File: config.mk
export PLATFORM = sky130hd
export DESIGN_NAME = dynamic_bus_sizing_unit
export DESIGN_NICKNAME = d
export VERILOG_FILES = /design/src/hw/dbs_pkg.sv /design/src/hw/op_fifo.sv /design/src/hw/dynamic_bus_sizing_unit.sv
export VERILOG_INCLUDE_DIRS = /design/src /design/src/hw
export SDC_FILE = /design/constraint.sdc
export NUM_CORES = 1
export LEC_CHECK = 0
export ABC_AREA = 1
export BUFFER_PORTS_ARGS = -buffer_cell sky130_fd_sc_hd__buf_2
export CORE_ASPECT_RATIO = 1.75
export CORE_UTILIZATION = 54
export CTS_CLUSTER_SIZE = 28
export DETAILED_ROUTE_END_ITERATION = 8
export PLACE_DENSITY = 0.76
export REMOVE_ABC_BUFFERS = 1
export SLEW_MARGIN = 40
export SYNTH_ARGS = -nofsm -noshare
export SYNTH_HDL_FRONTEND = slang
export SYNTH_SLANG_ARGS = --single-unit
File: constraint.sdc
create_clock -name clk -period 4.5 [get_ports clk]
set_input_delay 0.9 -clock clk [delete_from_list [all_inputs] [get_ports clk]]
set_output_delay 0.9 -clock clk [all_outputs]
set_load 0.01 [all_outputs]
File: src/hw/dbs_params.svh
`ifndef DBS_PARAMS_SVH
`define DBS_PARAMS_SVH

// ----------------------------------------------------------------------
// Operand request word layout
// ----------------------------------------------------------------------
`define OP_WIDTH        69
`define OP_DATA_LSB     0
`define OP_ADDR_LSB     32
`define OP_LEN_LSB      64
`define OP_WRITE_BIT    66
`define OP_IO_BIT       67
`define OP_COPROC_BIT   68

// ----------------------------------------------------------------------
// Operand lengths
// ----------------------------------------------------------------------
`define LEN_BYTE        2'h0
`define LEN_WORD        2'h1
`define MASK_BYTE       8'h01
`define MASK_WORD       8'h03
`define MASK_DWORD      8'h0F

// ----------------------------------------------------------------------
// Lane groups and address spaces
// ----------------------------------------------------------------------
`define LOW_HALF        4'h3
`define HIGH_HALF       4'hC
`define IO_ADDR_MASK    32'h0000FFFF
`define COPROC_BASE     32'h800000F8
`define COPROC_OFS_MASK 32'h00000007

// ----------------------------------------------------------------------
// Buffering and limits
// ----------------------------------------------------------------------
`define FIFO_DEPTH      4
`define MAX_CYCLES      3'h3

`endif

File: src/hw/dbs_pkg.sv
package dbs_pkg;

  typedef enum logic [1:0] {
    BUS_IDLE  = 2'b00,
    BUS_ISSUE = 2'b01,
    BUS_ADDR  = 2'b10,
    BUS_DATA  = 2'b11
  } bus_state_e;

endpackage : dbs_pkg

File: src/hw/op_fifo.sv
`timescale 1ns/1ps
`default_nettype none

module op_fifo #(
  parameter int WIDTH = 8,
  parameter int DEPTH = 4
) (
  input  wire logic             clk,
  input  wire logic             resetn,
  input  wire logic             inValid,
  output logic                  inReady,
  input  wire logic [WIDTH-1:0] inData,
  output logic                  outValid,
  input  wire logic             outReady,
  output logic      [WIDTH-1:0] outData
);

  localparam int AW = $clog2(DEPTH);

  logic [WIDTH-1:0] mem [DEPTH];
  logic [AW-1:0]    wrPtr_q;
  logic [AW-1:0]    rdPtr_q;
  logic [AW:0]      count_q;
  logic             push;
  logic             pop;

  assign inReady  = (count_q != DEPTH[AW:0]);
  assign outValid = (count_q != '0);
  assign push     = inValid && inReady;
  assign pop      = outValid && outReady;
  assign outData  = mem[rdPtr_q];

  // ----------------------------------------------------------------------
  // Storage
  // ----------------------------------------------------------------------
  always_ff @(posedge clk) begin
    if (push) begin
      mem[wrPtr_q] <= inData;
    end
  end

  // ----------------------------------------------------------------------
  // Pointers and fill level
  // ----------------------------------------------------------------------
  always_ff @(posedge clk or negedge resetn) begin
    if (!resetn) begin
      wrPtr_q <= '0;
      rdPtr_q <= '0;
      count_q <= '0;
    end else begin
      if (push) begin
        wrPtr_q <= (wrPtr_q == AW'(DEPTH - 1)) ? '0 : wrPtr_q + 1'b1;
      end
      if (pop) begin
        rdPtr_q <= (rdPtr_q == AW'(DEPTH - 1)) ? '0 : rdPtr_q + 1'b1;
      end
      count_q <= count_q + (push ? 1'b1 : 1'b0) - (pop ? 1'b1 : 1'b0);
    end
  end

endmodule : op_fifo

`default_nettype wire

File: src/hw/dynamic_bus_sizing_unit.sv
`timescale 1ns/1ps
`default_nettype none
`include "dbs_params.svh"

module dynamic_bus_sizing_unit
  import dbs_pkg::*;
(
  input  wire logic        clk,
  input  wire logic        resetn,
  input  wire logic        reqValid,
  output logic             reqReady,
  input  wire logic        reqWrite,
  input  wire logic        reqIo,
  input  wire logic        reqCoproc,
  input  wire logic [1:0]  reqLen,
  input  wire logic [31:0] reqAddr,
  input  wire logic [31:0] reqData,
  output logic             rspValid,
  output logic      [31:0] rspData,
  output logic             busStart_n,
  output logic      [29:0] dwordAddress,
  output logic      [3:0]  laneSelect_n,
  output logic             memIo,
  output logic             writeRead,
  input  wire logic        readyIn_n,
  input  wire logic        narrowPort_n,
  input  wire logic [31:0] dataLinesIn,
  output logic      [31:0] dataLinesOut,
  output logic             dataLinesOe
);

  // ----------------------------------------------------------------------
  // Request buffer
  // ----------------------------------------------------------------------
  logic [`OP_WIDTH-1:0] fifoIn;
  logic [`OP_WIDTH-1:0] fifoOut;
  logic                 fifoValid;
  logic                 fifoReady;

  assign fifoIn = {reqCoproc, reqIo, reqWrite, reqLen, reqAddr, reqData};

  op_fifo #(
    .WIDTH (`OP_WIDTH),
    .DEPTH (`FIFO_DEPTH)
  ) u_fifo (
    .clk      (clk),
    .resetn   (resetn),
    .inValid  (reqValid),
    .inReady  (reqReady),
    .inData   (fifoIn),
    .outValid (fifoValid),
    .outReady (fifoReady),
    .outData  (fifoOut)
  );

  // ----------------------------------------------------------------------
  // Operand decode
  // ----------------------------------------------------------------------
  bus_state_e  state_q;
  logic        respPend_q;
  logic [31:0] inAddr;
  logic [31:0] effAddr;
  logic [1:0]  inLen;
  logic [7:0]  lenMask;
  logic        pop;

  assign inAddr = fifoOut[`OP_ADDR_LSB +: 32];
  assign inLen  = fifoOut[`OP_LEN_LSB +: 2];
  assign pop    = fifoValid && fifoReady;
  assign fifoReady = (state_q == BUS_IDLE) && !respPend_q;

  always_comb begin
    if (fifoOut[`OP_COPROC_BIT]) begin
      effAddr = `COPROC_BASE | (inAddr & `COPROC_OFS_MASK);
    end else if (fifoOut[`OP_IO_BIT]) begin
      effAddr = inAddr & `IO_ADDR_MASK;
    end else begin
      effAddr = inAddr;
    end
    case (inLen)
      `LEN_BYTE: lenMask = `MASK_BYTE;
      `LEN_WORD: lenMask = `MASK_WORD;
      default:   lenMask = `MASK_DWORD;
    endcase
  end

  // ----------------------------------------------------------------------
  // Operand registers
  // ----------------------------------------------------------------------
  logic [31:0] opAddr_q;
  logic        opWrite_q;
  logic        opIo_q;
  logic [7:0]  opMask_q;
  logic [1:0]  opOff_q;
  logic [63:0] opData_q;

  always_ff @(posedge clk or negedge resetn) begin
    if (!resetn) begin
      opAddr_q  <= '0;
      opWrite_q <= 1'b0;
      opIo_q    <= 1'b0;
      opMask_q  <= '0;
      opOff_q   <= '0;
      opData_q  <= '0;
    end else if (pop) begin
      opAddr_q  <= effAddr;
      opWrite_q <= fifoOut[`OP_WRITE_BIT];
      opIo_q    <= fifoOut[`OP_IO_BIT] || fifoOut[`OP_COPROC_BIT];
      opMask_q  <= lenMask << effAddr[1:0];
      opOff_q   <= effAddr[1:0];
      opData_q  <= {32'h0, fifoOut[`OP_DATA_LSB +: 32]} << {effAddr[1:0], 3'h0};
    end
  end

  // ----------------------------------------------------------------------
  // Current cycle lanes and data
  // ----------------------------------------------------------------------
  logic        dwSel_q;
  logic        half_q;
  logic [3:0]  curLanes;
  logic [3:0]  cycLanes;
  logic [31:0] curWord;
  logic [31:0] wrData;
  logic [3:0]  act;
  logic        busDone;
  logic        needSplit;
  logic        moreLow;

  assign curLanes = dwSel_q ? opMask_q[7:4] : opMask_q[3:0];
  assign cycLanes = half_q ? (curLanes & `HIGH_HALF) : curLanes;
  assign curWord  = dwSel_q ? opData_q[63:32] : opData_q[31:0];
  // Upper half only: copy the upper bytes onto the low lines
  assign wrData   = ((cycLanes & `LOW_HALF) == 4'h0) ?
                    {curWord[31:16], curWord[31:16]} : curWord;
  assign act      = ~laneSelect_n;
  assign busDone  = (state_q == BUS_DATA) && !readyIn_n;
  assign needSplit = !narrowPort_n && act[1] && act[2] && !half_q;
  assign moreLow  = dwSel_q && (opMask_q[3:0] != 4'h0);

  // ----------------------------------------------------------------------
  // Bus sequencer
  // ----------------------------------------------------------------------
  always_ff @(posedge clk or negedge resetn) begin
    if (!resetn) begin
      state_q <= BUS_IDLE;
      dwSel_q <= 1'b0;
      half_q  <= 1'b0;
    end else begin
      case (state_q)
        BUS_IDLE: begin
          if (pop) begin
            state_q <= BUS_ISSUE;
            half_q  <= 1'b0;
            // Highest-order dword goes first
            dwSel_q <= (lenMask << effAddr[1:0]) > 8'h0F;
          end
        end
        BUS_ISSUE: begin
          state_q <= BUS_ADDR;
        end
        BUS_ADDR: begin
          state_q <= BUS_DATA;
        end
        BUS_DATA: begin
          if (busDone) begin
            if (needSplit) begin
              half_q  <= 1'b1;
              state_q <= BUS_ISSUE;
            end else if (moreLow) begin
              half_q  <= 1'b0;
              dwSel_q <= 1'b0;
              state_q <= BUS_ISSUE;
            end else begin
              half_q  <= 1'b0;
              state_q <= BUS_IDLE;
            end
          end
        end
        default: begin
          state_q <= BUS_IDLE;
        end
      endcase
    end
  end

  // ----------------------------------------------------------------------
  // Bus outputs
  // ----------------------------------------------------------------------
  always_ff @(posedge clk or negedge resetn) begin
    if (!resetn) begin
      busStart_n   <= 1'b1;
      dwordAddress <= '0;
      laneSelect_n <= 4'hF;
      memIo        <= 1'b1;
      writeRead    <= 1'b0;
      dataLinesOut <= '0;
      dataLinesOe  <= 1'b0;
    end else begin
      case (state_q)
        BUS_ISSUE: begin
          busStart_n   <= 1'b0;
          dwordAddress <= opAddr_q[31:2] + {29'h0, dwSel_q};
          laneSelect_n <= ~cycLanes;
          memIo        <= !opIo_q;
          writeRead    <= opWrite_q;
          dataLinesOut <= wrData;
          dataLinesOe  <= opWrite_q;
        end
        BUS_ADDR: begin
          busStart_n <= 1'b1;
        end
        BUS_DATA: begin
          if (busDone) begin
            laneSelect_n <= 4'hF;
            dataLinesOe  <= 1'b0;
          end
        end
        default: begin
          busStart_n <= 1'b1;
        end
      endcase
    end
  end

  // ----------------------------------------------------------------------
  // Read capture, one byte per operand window position
  // ----------------------------------------------------------------------
  logic [63:0] rdData_q;

  for (genvar j = 0; j < 8; j++) begin : g_cap
    localparam int LANE = j % 4;
    logic [7:0] src;
    logic       take;
    // Narrow ports return lanes 2 and 3 on the low lines
    assign src  = (!narrowPort_n && LANE >= 2) ? dataLinesIn[(LANE % 2)*8 +: 8]
                                               : dataLinesIn[LANE*8 +: 8];
    assign take = busDone && !opWrite_q && act[LANE] && (dwSel_q == (j >= 4))
                  && !(needSplit && LANE >= 2);
    always_ff @(posedge clk or negedge resetn) begin
      if (!resetn) begin
        rdData_q[j*8 +: 8] <= 8'h0;
      end else if (pop) begin
        rdData_q[j*8 +: 8] <= 8'h0;
      end else if (take) begin
        rdData_q[j*8 +: 8] <= src;
      end
    end
  end

  // ----------------------------------------------------------------------
  // Operand completion
  // ----------------------------------------------------------------------
  logic [63:0] rdShift;

  assign rdShift = rdData_q >> {opOff_q, 3'h0};

  always_ff @(posedge clk or negedge resetn) begin
    if (!resetn) begin
      respPend_q <= 1'b0;
      rspValid   <= 1'b0;
      rspData    <= '0;
    end else begin
      rspValid <= 1'b0;
      if (busDone && !needSplit && !moreLow) begin
        respPend_q <= 1'b1;
      end else if (respPend_q) begin
        respPend_q <= 1'b0;
        rspValid   <= 1'b1;
        rspData    <= opWrite_q ? 32'h0 : (rdShift[31:0] & {
                      {8{opMask_q[{1'b0, opOff_q} + 3'h3]}},
                      {8{opMask_q[{1'b0, opOff_q} + 3'h2]}},
                      {8{opMask_q[{1'b0, opOff_q} + 3'h1]}},
                      8'hFF});
      end
    end
  end

  // ----------------------------------------------------------------------
  // Checks
  // ----------------------------------------------------------------------
  logic [2:0] cycCnt_q;

  always_ff @(posedge clk or negedge resetn) begin
    if (!resetn) begin
      cycCnt_q <= '0;
    end else if (pop) begin
      cycCnt_q <= '0;
    end else if (state_q == BUS_ISSUE) begin
      cycCnt_q <= cycCnt_q + 3'h1;
    end
  end
endmodule : dynamic_bus_sizing_unit

`default_nettype wire

==> results of run 1 <==
==> placed cells by master, fill, tap and decap left out, types with 13 or more instances in the layout <==
cell	n
nand2_1	857
edfxtp_1	276
o21ai_0	266
dfrtp_1	259
nand3_1	221
buf_2	208
nor2_1	159
inv_1	152
a21oi_1	60
clkbuf_16	49
o22ai_1	27
buf_4	24
o22a_1	16
ha_1	14
clkinv_2	13
==> routing by layer <==
metal,part of all wire,GRT usage,routed length [microns],up-vias
met4,0.047,0.1524,2989,6
li1,-,-,-,8766
met1,0.37,0.3197,23420,9065
met5,0.00055,0,35,-
met3,0.054,0.03483,3484,158
met2,0.53,0.5245,34200,699
==> where the power goes <==
| part | switching [mW] | internal, mW |
|---|---|---|
| Sequential | 0.851 | 6.74 |
| Combinational | 5.61 | 2.28 |
| Clock | 1.87 | 2.48 |
| Total | 8.33 | 11.5 |
==> layout make-up <==
class / count / area [sq um]
Clock inverter: 32 / 369.1
Timing Repair Buffer: 244 / 1420
Fill cell: 3574 / 16380
Tap cell: 566 / 708.2
Antenna cell: 10 / 25.02
Multi-Input combinational cell: 1698 / 7779
Inverter: 163 / 613.1
Sequential cell: 544 / 15010
Clock buffer: 60 / 1297
==> cells in the mapped netlist, types with 2 or more instances <==
master / n
nand2_1: 857
edfxtp_1: 276
o21ai_0: 266
dfrtp_1: 262
nand3_1: 221
nor2_1: 163
inv_1: 153
a21oi_1: 61
buf_2: 58
clkbuf_1: 44
o22ai_1: 27
buf_4: 20
o22a_1: 16
ha_1: 15
inv_2: 9
o211ai_1: 9
xor2_1: 9
buf_1: 7
o211ai_2: 7
a22oi_1: 6
dfstp_2: 6
nand2_2: 6
a31oi_1: 5
nor2_2: 4
o21ai_1: 4
o31ai_4: 4
buf_6: 3
nand4_1: 3
xnor2_1: 3
a22o_1: 2
nor2_4: 2
nor2_8: 2
==> worst min path at each step <==
stage | from | endpoint | slack (ns) | depth (start not counted)
2_1_floorplan | opIo_q | memIo | 0.41 | 1
3_3_place_gp | opMask_q[3] | laneSelect_n[3] | 0.46 | 1
3_5_place_dp | rdData_q[31] | rdData_q[31] | 0.46 | 2
4_1_cts | resetn | rdData_q[45] | 0.29 | 1
5_1_grt | resetn | rdData_q[49] | 0.30 | 1
6_report | resetn | rdData_q[49] | 0.26 | 1
==> worst max-delay path, delay by kind of cell, from the launching register on <==
kind	cells	cell delay [ns]
simple gates	4	1.35
compound gates	1	0.31
buf+inv	1	0.60
flops	1	0.70
==> kinds of logic (layout without fill, tap and decap cells) <==
group | Yosys count | count (layout) | share of synthesized area
AOI/OAI and AO/OA | 410 | 410 | 0.09672
xor gates and xnor gates | 12 | 12 | 0.004376
adders and majority gates | 16 | 16 | 0.008646
buffers and inverters | 295 | 499 | 0.05318
DFF | 544 | 544 | 0.6245
other | 0 | 10 | 0
and+or+nand+nor | 1260 | 1260 | 0.2126
==> metrics by stage <==
stage	setup slack (ns)	std cells
after global routing	1.161	3311
after detailed placement	1.512	3214
after global placement	1.628	3210
final	1.404	3317
after floorplan	-1.469	2405
after CTS	1.439	3306
==> state kept, by name, indices dropped and copies added, names as in the netlist, 7 cells and up <==
name          cells
opAddr_q         32
dwordAddress     30
rdData_q         56
opData_q         56
opMask_q          7
rspData          32
dataLinesOut     32
u_fifo.mem      276
==> run metrics, run 1 <==
number of DRC markers in iteration 0 1563; power density over cell area 728.5 mW/mm^2; Worst-path clk slew 0.07 ns; summed instance area of the synthesized netlist 0.02402 sq mm; placeable core region 0.04360 sq mm; total global routing overflow 0; endpoint kind of the worst setup timing path flop; mean instance size in the synthesized netlist 9.469 sq um; register bit total from synthesis 544; Primary FF master, synth edfxtp_1; Critical-path top delay cell dfrtp_4; peak clock frequency supported by timing 323.0 MHz; overall die width 161.4 microns; total count of max-transition violations in the final report 0; clock tree from TritonCTS done; unique cell type count in the Yosys netlist 39; total number of vias 18690; layout overhead on the synthesized area 13.31%; maximum ir drop on the vdd rail 436.5 uV; post-route antenna net violation count 0; Gates resized, CTS repair 0; Final Power 19.83 mW; Arrival @ worst endpoint 3.58 ns; number of endpoints with negative hold slack in the final report 0; # Max-Cap Violations 0; required time of the critical path 4.98 ns; post-synth top area share 0.3450; global-route wire length before repair 99770 microns; Min Clock Period, post-route 3.096 ns; clock network latency to the later pin of the worst-skew pair 0.59 ns; post-cts hold buffer count 0; post-route worst hold slack 0.2626 ns; final setup violating endpoints 0; Global Route Usage Sum 0.2854; reg2reg end opData_q[3]; class of the tightest hold or removal check input port to async pin; Post-Syn Instances 2537; wire per inst 19.33 microns; CTS Buf Count 49; Post CTS Setup Buffer Count 0; category of the worst setup path launch point flop; cell repeated most along the worst path nand3_1; Crit Path Category flop to flop; tightest slew margin relative to the limit 0.4169; maximum cell stage delay along the critical path 0.70 ns; total clock sinks 544; Longest Clk Path Bufs 3; pin count of the biggest net entering global routing 73; Yosys top cell by area edfxtp_1; Critical Path Start u_fifo.rdPtr_q[0]; total detailed-routing wirelength 64130 microns; startpoint of the worst register-to-register path u_fifo.rdPtr_q[0]; ratio of cells with drive above 1 in the final layout 0.1375; Total Die Area 0.04537 sq mm; fin area 0.02722 sq mm; Post-synth EDFFs 276; FP Rows 101; ranking of synthesized cells by area edfxtp_1 35%, dfrtp_1 27%, nand2_1 13%; hpwl dp 42850 microns; post-layout util 0.6243; die span in y 281.0 microns; Final period util 0.6881; routed vias/inst 5.636; via count of the first global-routing pass 18730; number of placed I/O pins 210; R2R Setup Slk 1.40 ns; initial antenna violation count 9; final-layout setup total negative slack 0 ns; share of flip-flops with an asynchronous set or reset 0.4926; outcome completed; Synthesis Warnings 0; final weighted congestion of routability-driven global placement 0.9434; leakage power of the design 12.02 nW; Max Clock Skew 0.01886 ns; maximum level of the CTS H-tree 2; unrepaired setup endpoints after global routing false; CTS root buf clkbuf_16; worst slew pin tran 0.8747 ns; detailed-routing iteration count for the pre-antenna-repair pass 6; Max Fanout on Critical Path 39; end point of the critical path opData_q[3]; count of nets after finishing 2822; post-detailed-placement cell area 0.02552 sq mm; PortBufs 209; number of design rule violations left after detail routing 0; starting density of the core 0.5510; sequential cell area fraction in the yosys report 0.6245; depth of the worst register-to-register path 6; cell-by-cell listing of the critical path clkinv_2, nand2_1, nand3_1, nand2_2, nand3_1, o21ai_0
(Power assumes the default switching activity.)
==> run 2, diff against run 1 <==
==> constraint.sdc (replaced) <==
create_clock -name clk -period 2.95 [get_ports clk]
set_input_delay 0.59 -clock clk [delete_from_list [all_inputs] [get_ports clk]]
set_output_delay 0.59 -clock clk [all_outputs]
set_load 0.01 [all_outputs]
==> run metrics, run 2 (synthesis results as in run 1) <==
outcome completed; Final Power 29.82 mW (+50%); count of nets after finishing 2841 (+0.67%); detailed-routing iteration count for the pre-antenna-repair pass 7 (+1); starting density of the core 0.5510 (unchanged); Global Route Usage Sum 0.2787 (-0.006700); largest registers u_fifo.mem: 276 flops, opData_q: 56 flops, rdData_q: 56 flops; Post CTS Setup Buffer Count 0 (unchanged); peak clock frequency supported by timing 393.0 MHz (+22%); category of the worst setup path launch point flop; Max Clock Skew 0.03706 ns (+0.01820 ns); startpoint of the worst register-to-register path state_q[1]; power density over cell area 1093 mW/mm^2 (+50%); post-route antenna net violation count 0 (unchanged); overall die width 161.4 microns (unchanged); placed insts 3233 (+0.59%); post-route worst hold slack 0.1967 ns (-0.06586 ns); number of DRC markers in iteration 0 1676 (+7.2%); global-route wire length before repair 97640 microns (-2.1%); PortBufs 209 (unchanged); layout overhead on the synthesized area 13.59%; area used by multi-input combinational logic 0.007775 sq mm (about the same); Longest Clk Path Bufs 3 (unchanged); final setup violating endpoints 0 (unchanged); leakage power of the design 12.07 nW (+0.37%); post-detailed-placement cell area 0.02573 sq mm (+0.85%); R2R Setup Slk 0.41 ns (-1.00 ns); fin area 0.02729 sq mm (+0.24%); Top Family by Delay on Critical Path buffers and inverters; Placement Setup Slack 0.4716 ns (-1.040 ns); most frequent cells in the layout 857 x nand2_1, 276 x edfxtp_1, 266 x o21ai_0; critical path depth in cells 9 (+3); hpwl dp 43340 microns (+1.1%); class of the tightest hold or removal check input port to flop; CTS root buf clkbuf_16; total global routing overflow 0 (unchanged); clock tree from TritonCTS done; tightest slew margin relative to the limit 0.4087 (-0.008129); total number of vias 18800 (+0.55%); ratio of cells with drive above 1 in the final layout 0.1392 (+0.001690); Min Clock Period, post-route 2.545 ns (-0.5516 ns); number of placed I/O pins 210 (unchanged); worst slew pin tran 0.8869 ns (+0.01219 ns); top register by number of flip-flops u_fifo.mem; post-layout util 0.6259 (+0.001521); Filler cells 3556 (-0.50%); die span in y 281.0 microns (unchanged); clock network latency to the later pin of the worst-skew pair 0.60 ns (about the same); cell repeated most along the worst path inv_2; pin count of the biggest net entering global routing 88 (+21%); routed vias/inst 5.645 (+0.16%); initial antenna violation count 13 (+4); post-cts hold buffer count 1 (+1); depth of the worst register-to-register path 9 (+3); cell-by-cell listing of the critical path inv_1, ha_1, inv_2, nor2_2, nand2_4, inv_2, buf_4, nand3_1, o21ai_0; maximum cell stage delay along the critical path 0.48 ns (-0.22 ns); number of endpoints with negative hold slack in the final report 0 (unchanged); Critical Path Start state_q[1]; Arrival @ worst endpoint 3.02 ns (-0.56 ns); required time of the critical path 3.43 ns (-1.55 ns); final weighted congestion of routability-driven global placement 0.9249 (-2.0%); total count of max-transition violations in the final report 0 (unchanged); Critical-path top delay cell buf_4; total detailed-routing wirelength 62590 microns (-2.4%); maximum ir drop on the vdd rail 646.7 uV (+48%); final-layout setup total negative slack 0 ns (unchanged); endpoint kind of the worst setup timing path flop; Max Fanout on Critical Path 41 (+5.1%); number of design rule violations left after detail routing 0 (unchanged); sequential cell area 0.01501 sq mm (unchanged); fin worst setup slack 0.4053 ns (-0.9984 ns); placeable core region 0.04360 sq mm (unchanged); number of flip-flops under the largest register name 276 (unchanged); end point of the critical path opData_q[6]; most common cell after layout, fill and taps aside nand2_1; maximum level of the CTS H-tree 2 (unchanged); CTS Buf Count 48 (-2.0%); Crit path buffers/inverters 4 (+3); Gates resized, CTS repair 0 (unchanged); # Max-Cap Violations 0 (unchanged); FP Rows 101 (unchanged); total clock sinks 544 (unchanged); Crit Path Category flop to flop; reg2reg end opData_q[6]; number of standard cells in the final layout excluding fillers 3330 (+0.39%); Final period util 0.8626 (+0.1745); Total Die Area 0.04537 sq mm (unchanged); via count of the first global-routing pass 18320 (-2.2%); Worst-path clk slew 0.07 ns (about the same); wire per inst 18.79 microns (-2.8%); unrepaired setup endpoints after global routing false
-- run 2: changes by cell type in the layout (fill, tap and decap cells not counted), moves of 2 or more --
cell       change
buf_4         +15
buf_12         +9
clkinv_1       +6
bufinv_16      -5
clkinv_2       -5
buf_6          -4
diode_2        -4
clkbuf_8       +3
clkinv_4       -3
clkbuf_1       +2
-- run 2: layer usage --
metal  global-route usage  part of all wire  vias up
met1               0.3219              0.37     8944
met3              0.03734             0.061      211
met5                    0           0.00097        -
li1                     -                 -     8810
met4               0.1606             0.056       10
met2               0.4938              0.51      822
-- run 2: worst min-delay path by stage --
stage	cells after the start	slack, ns	from	to
after floorplan	0	0.29	resetn	dataLinesOe
after global placement	1	0.45	opMask_q[3]	laneSelect_n[3]
after detailed placement	2	0.46	dwordAddress[1]	dwordAddress[1]
after CTS	1	0.17	reqData[16]	u_fifo.mem[0][16]
after global routing	1	0.19	reqAddr[20]	u_fifo.mem[0][52]
final	1	0.20	reqData[16]	u_fifo.mem[0][16]
-- run 2: layout make-up --
type | instances | area share
inverter | 163 | 0.02247
sequential | 544 | 0.5500
clock buffer | 64 | 0.04842
multi-input combinational | 1698 | 0.2849
antenna | 6 | 0.0005503
tap | 566 | 0.02595
clock inverter | 25 | 0.007153
timing repair buffer | 264 | 0.06048
-- run 2: power by group --
| group | switching, mW | internal [mW] |
|---|---|---|
| Clock | 2.78 | 3.34 |
| Sequential | 1.17 | 10.3 |
| Combinational | 8.56 | 3.69 |
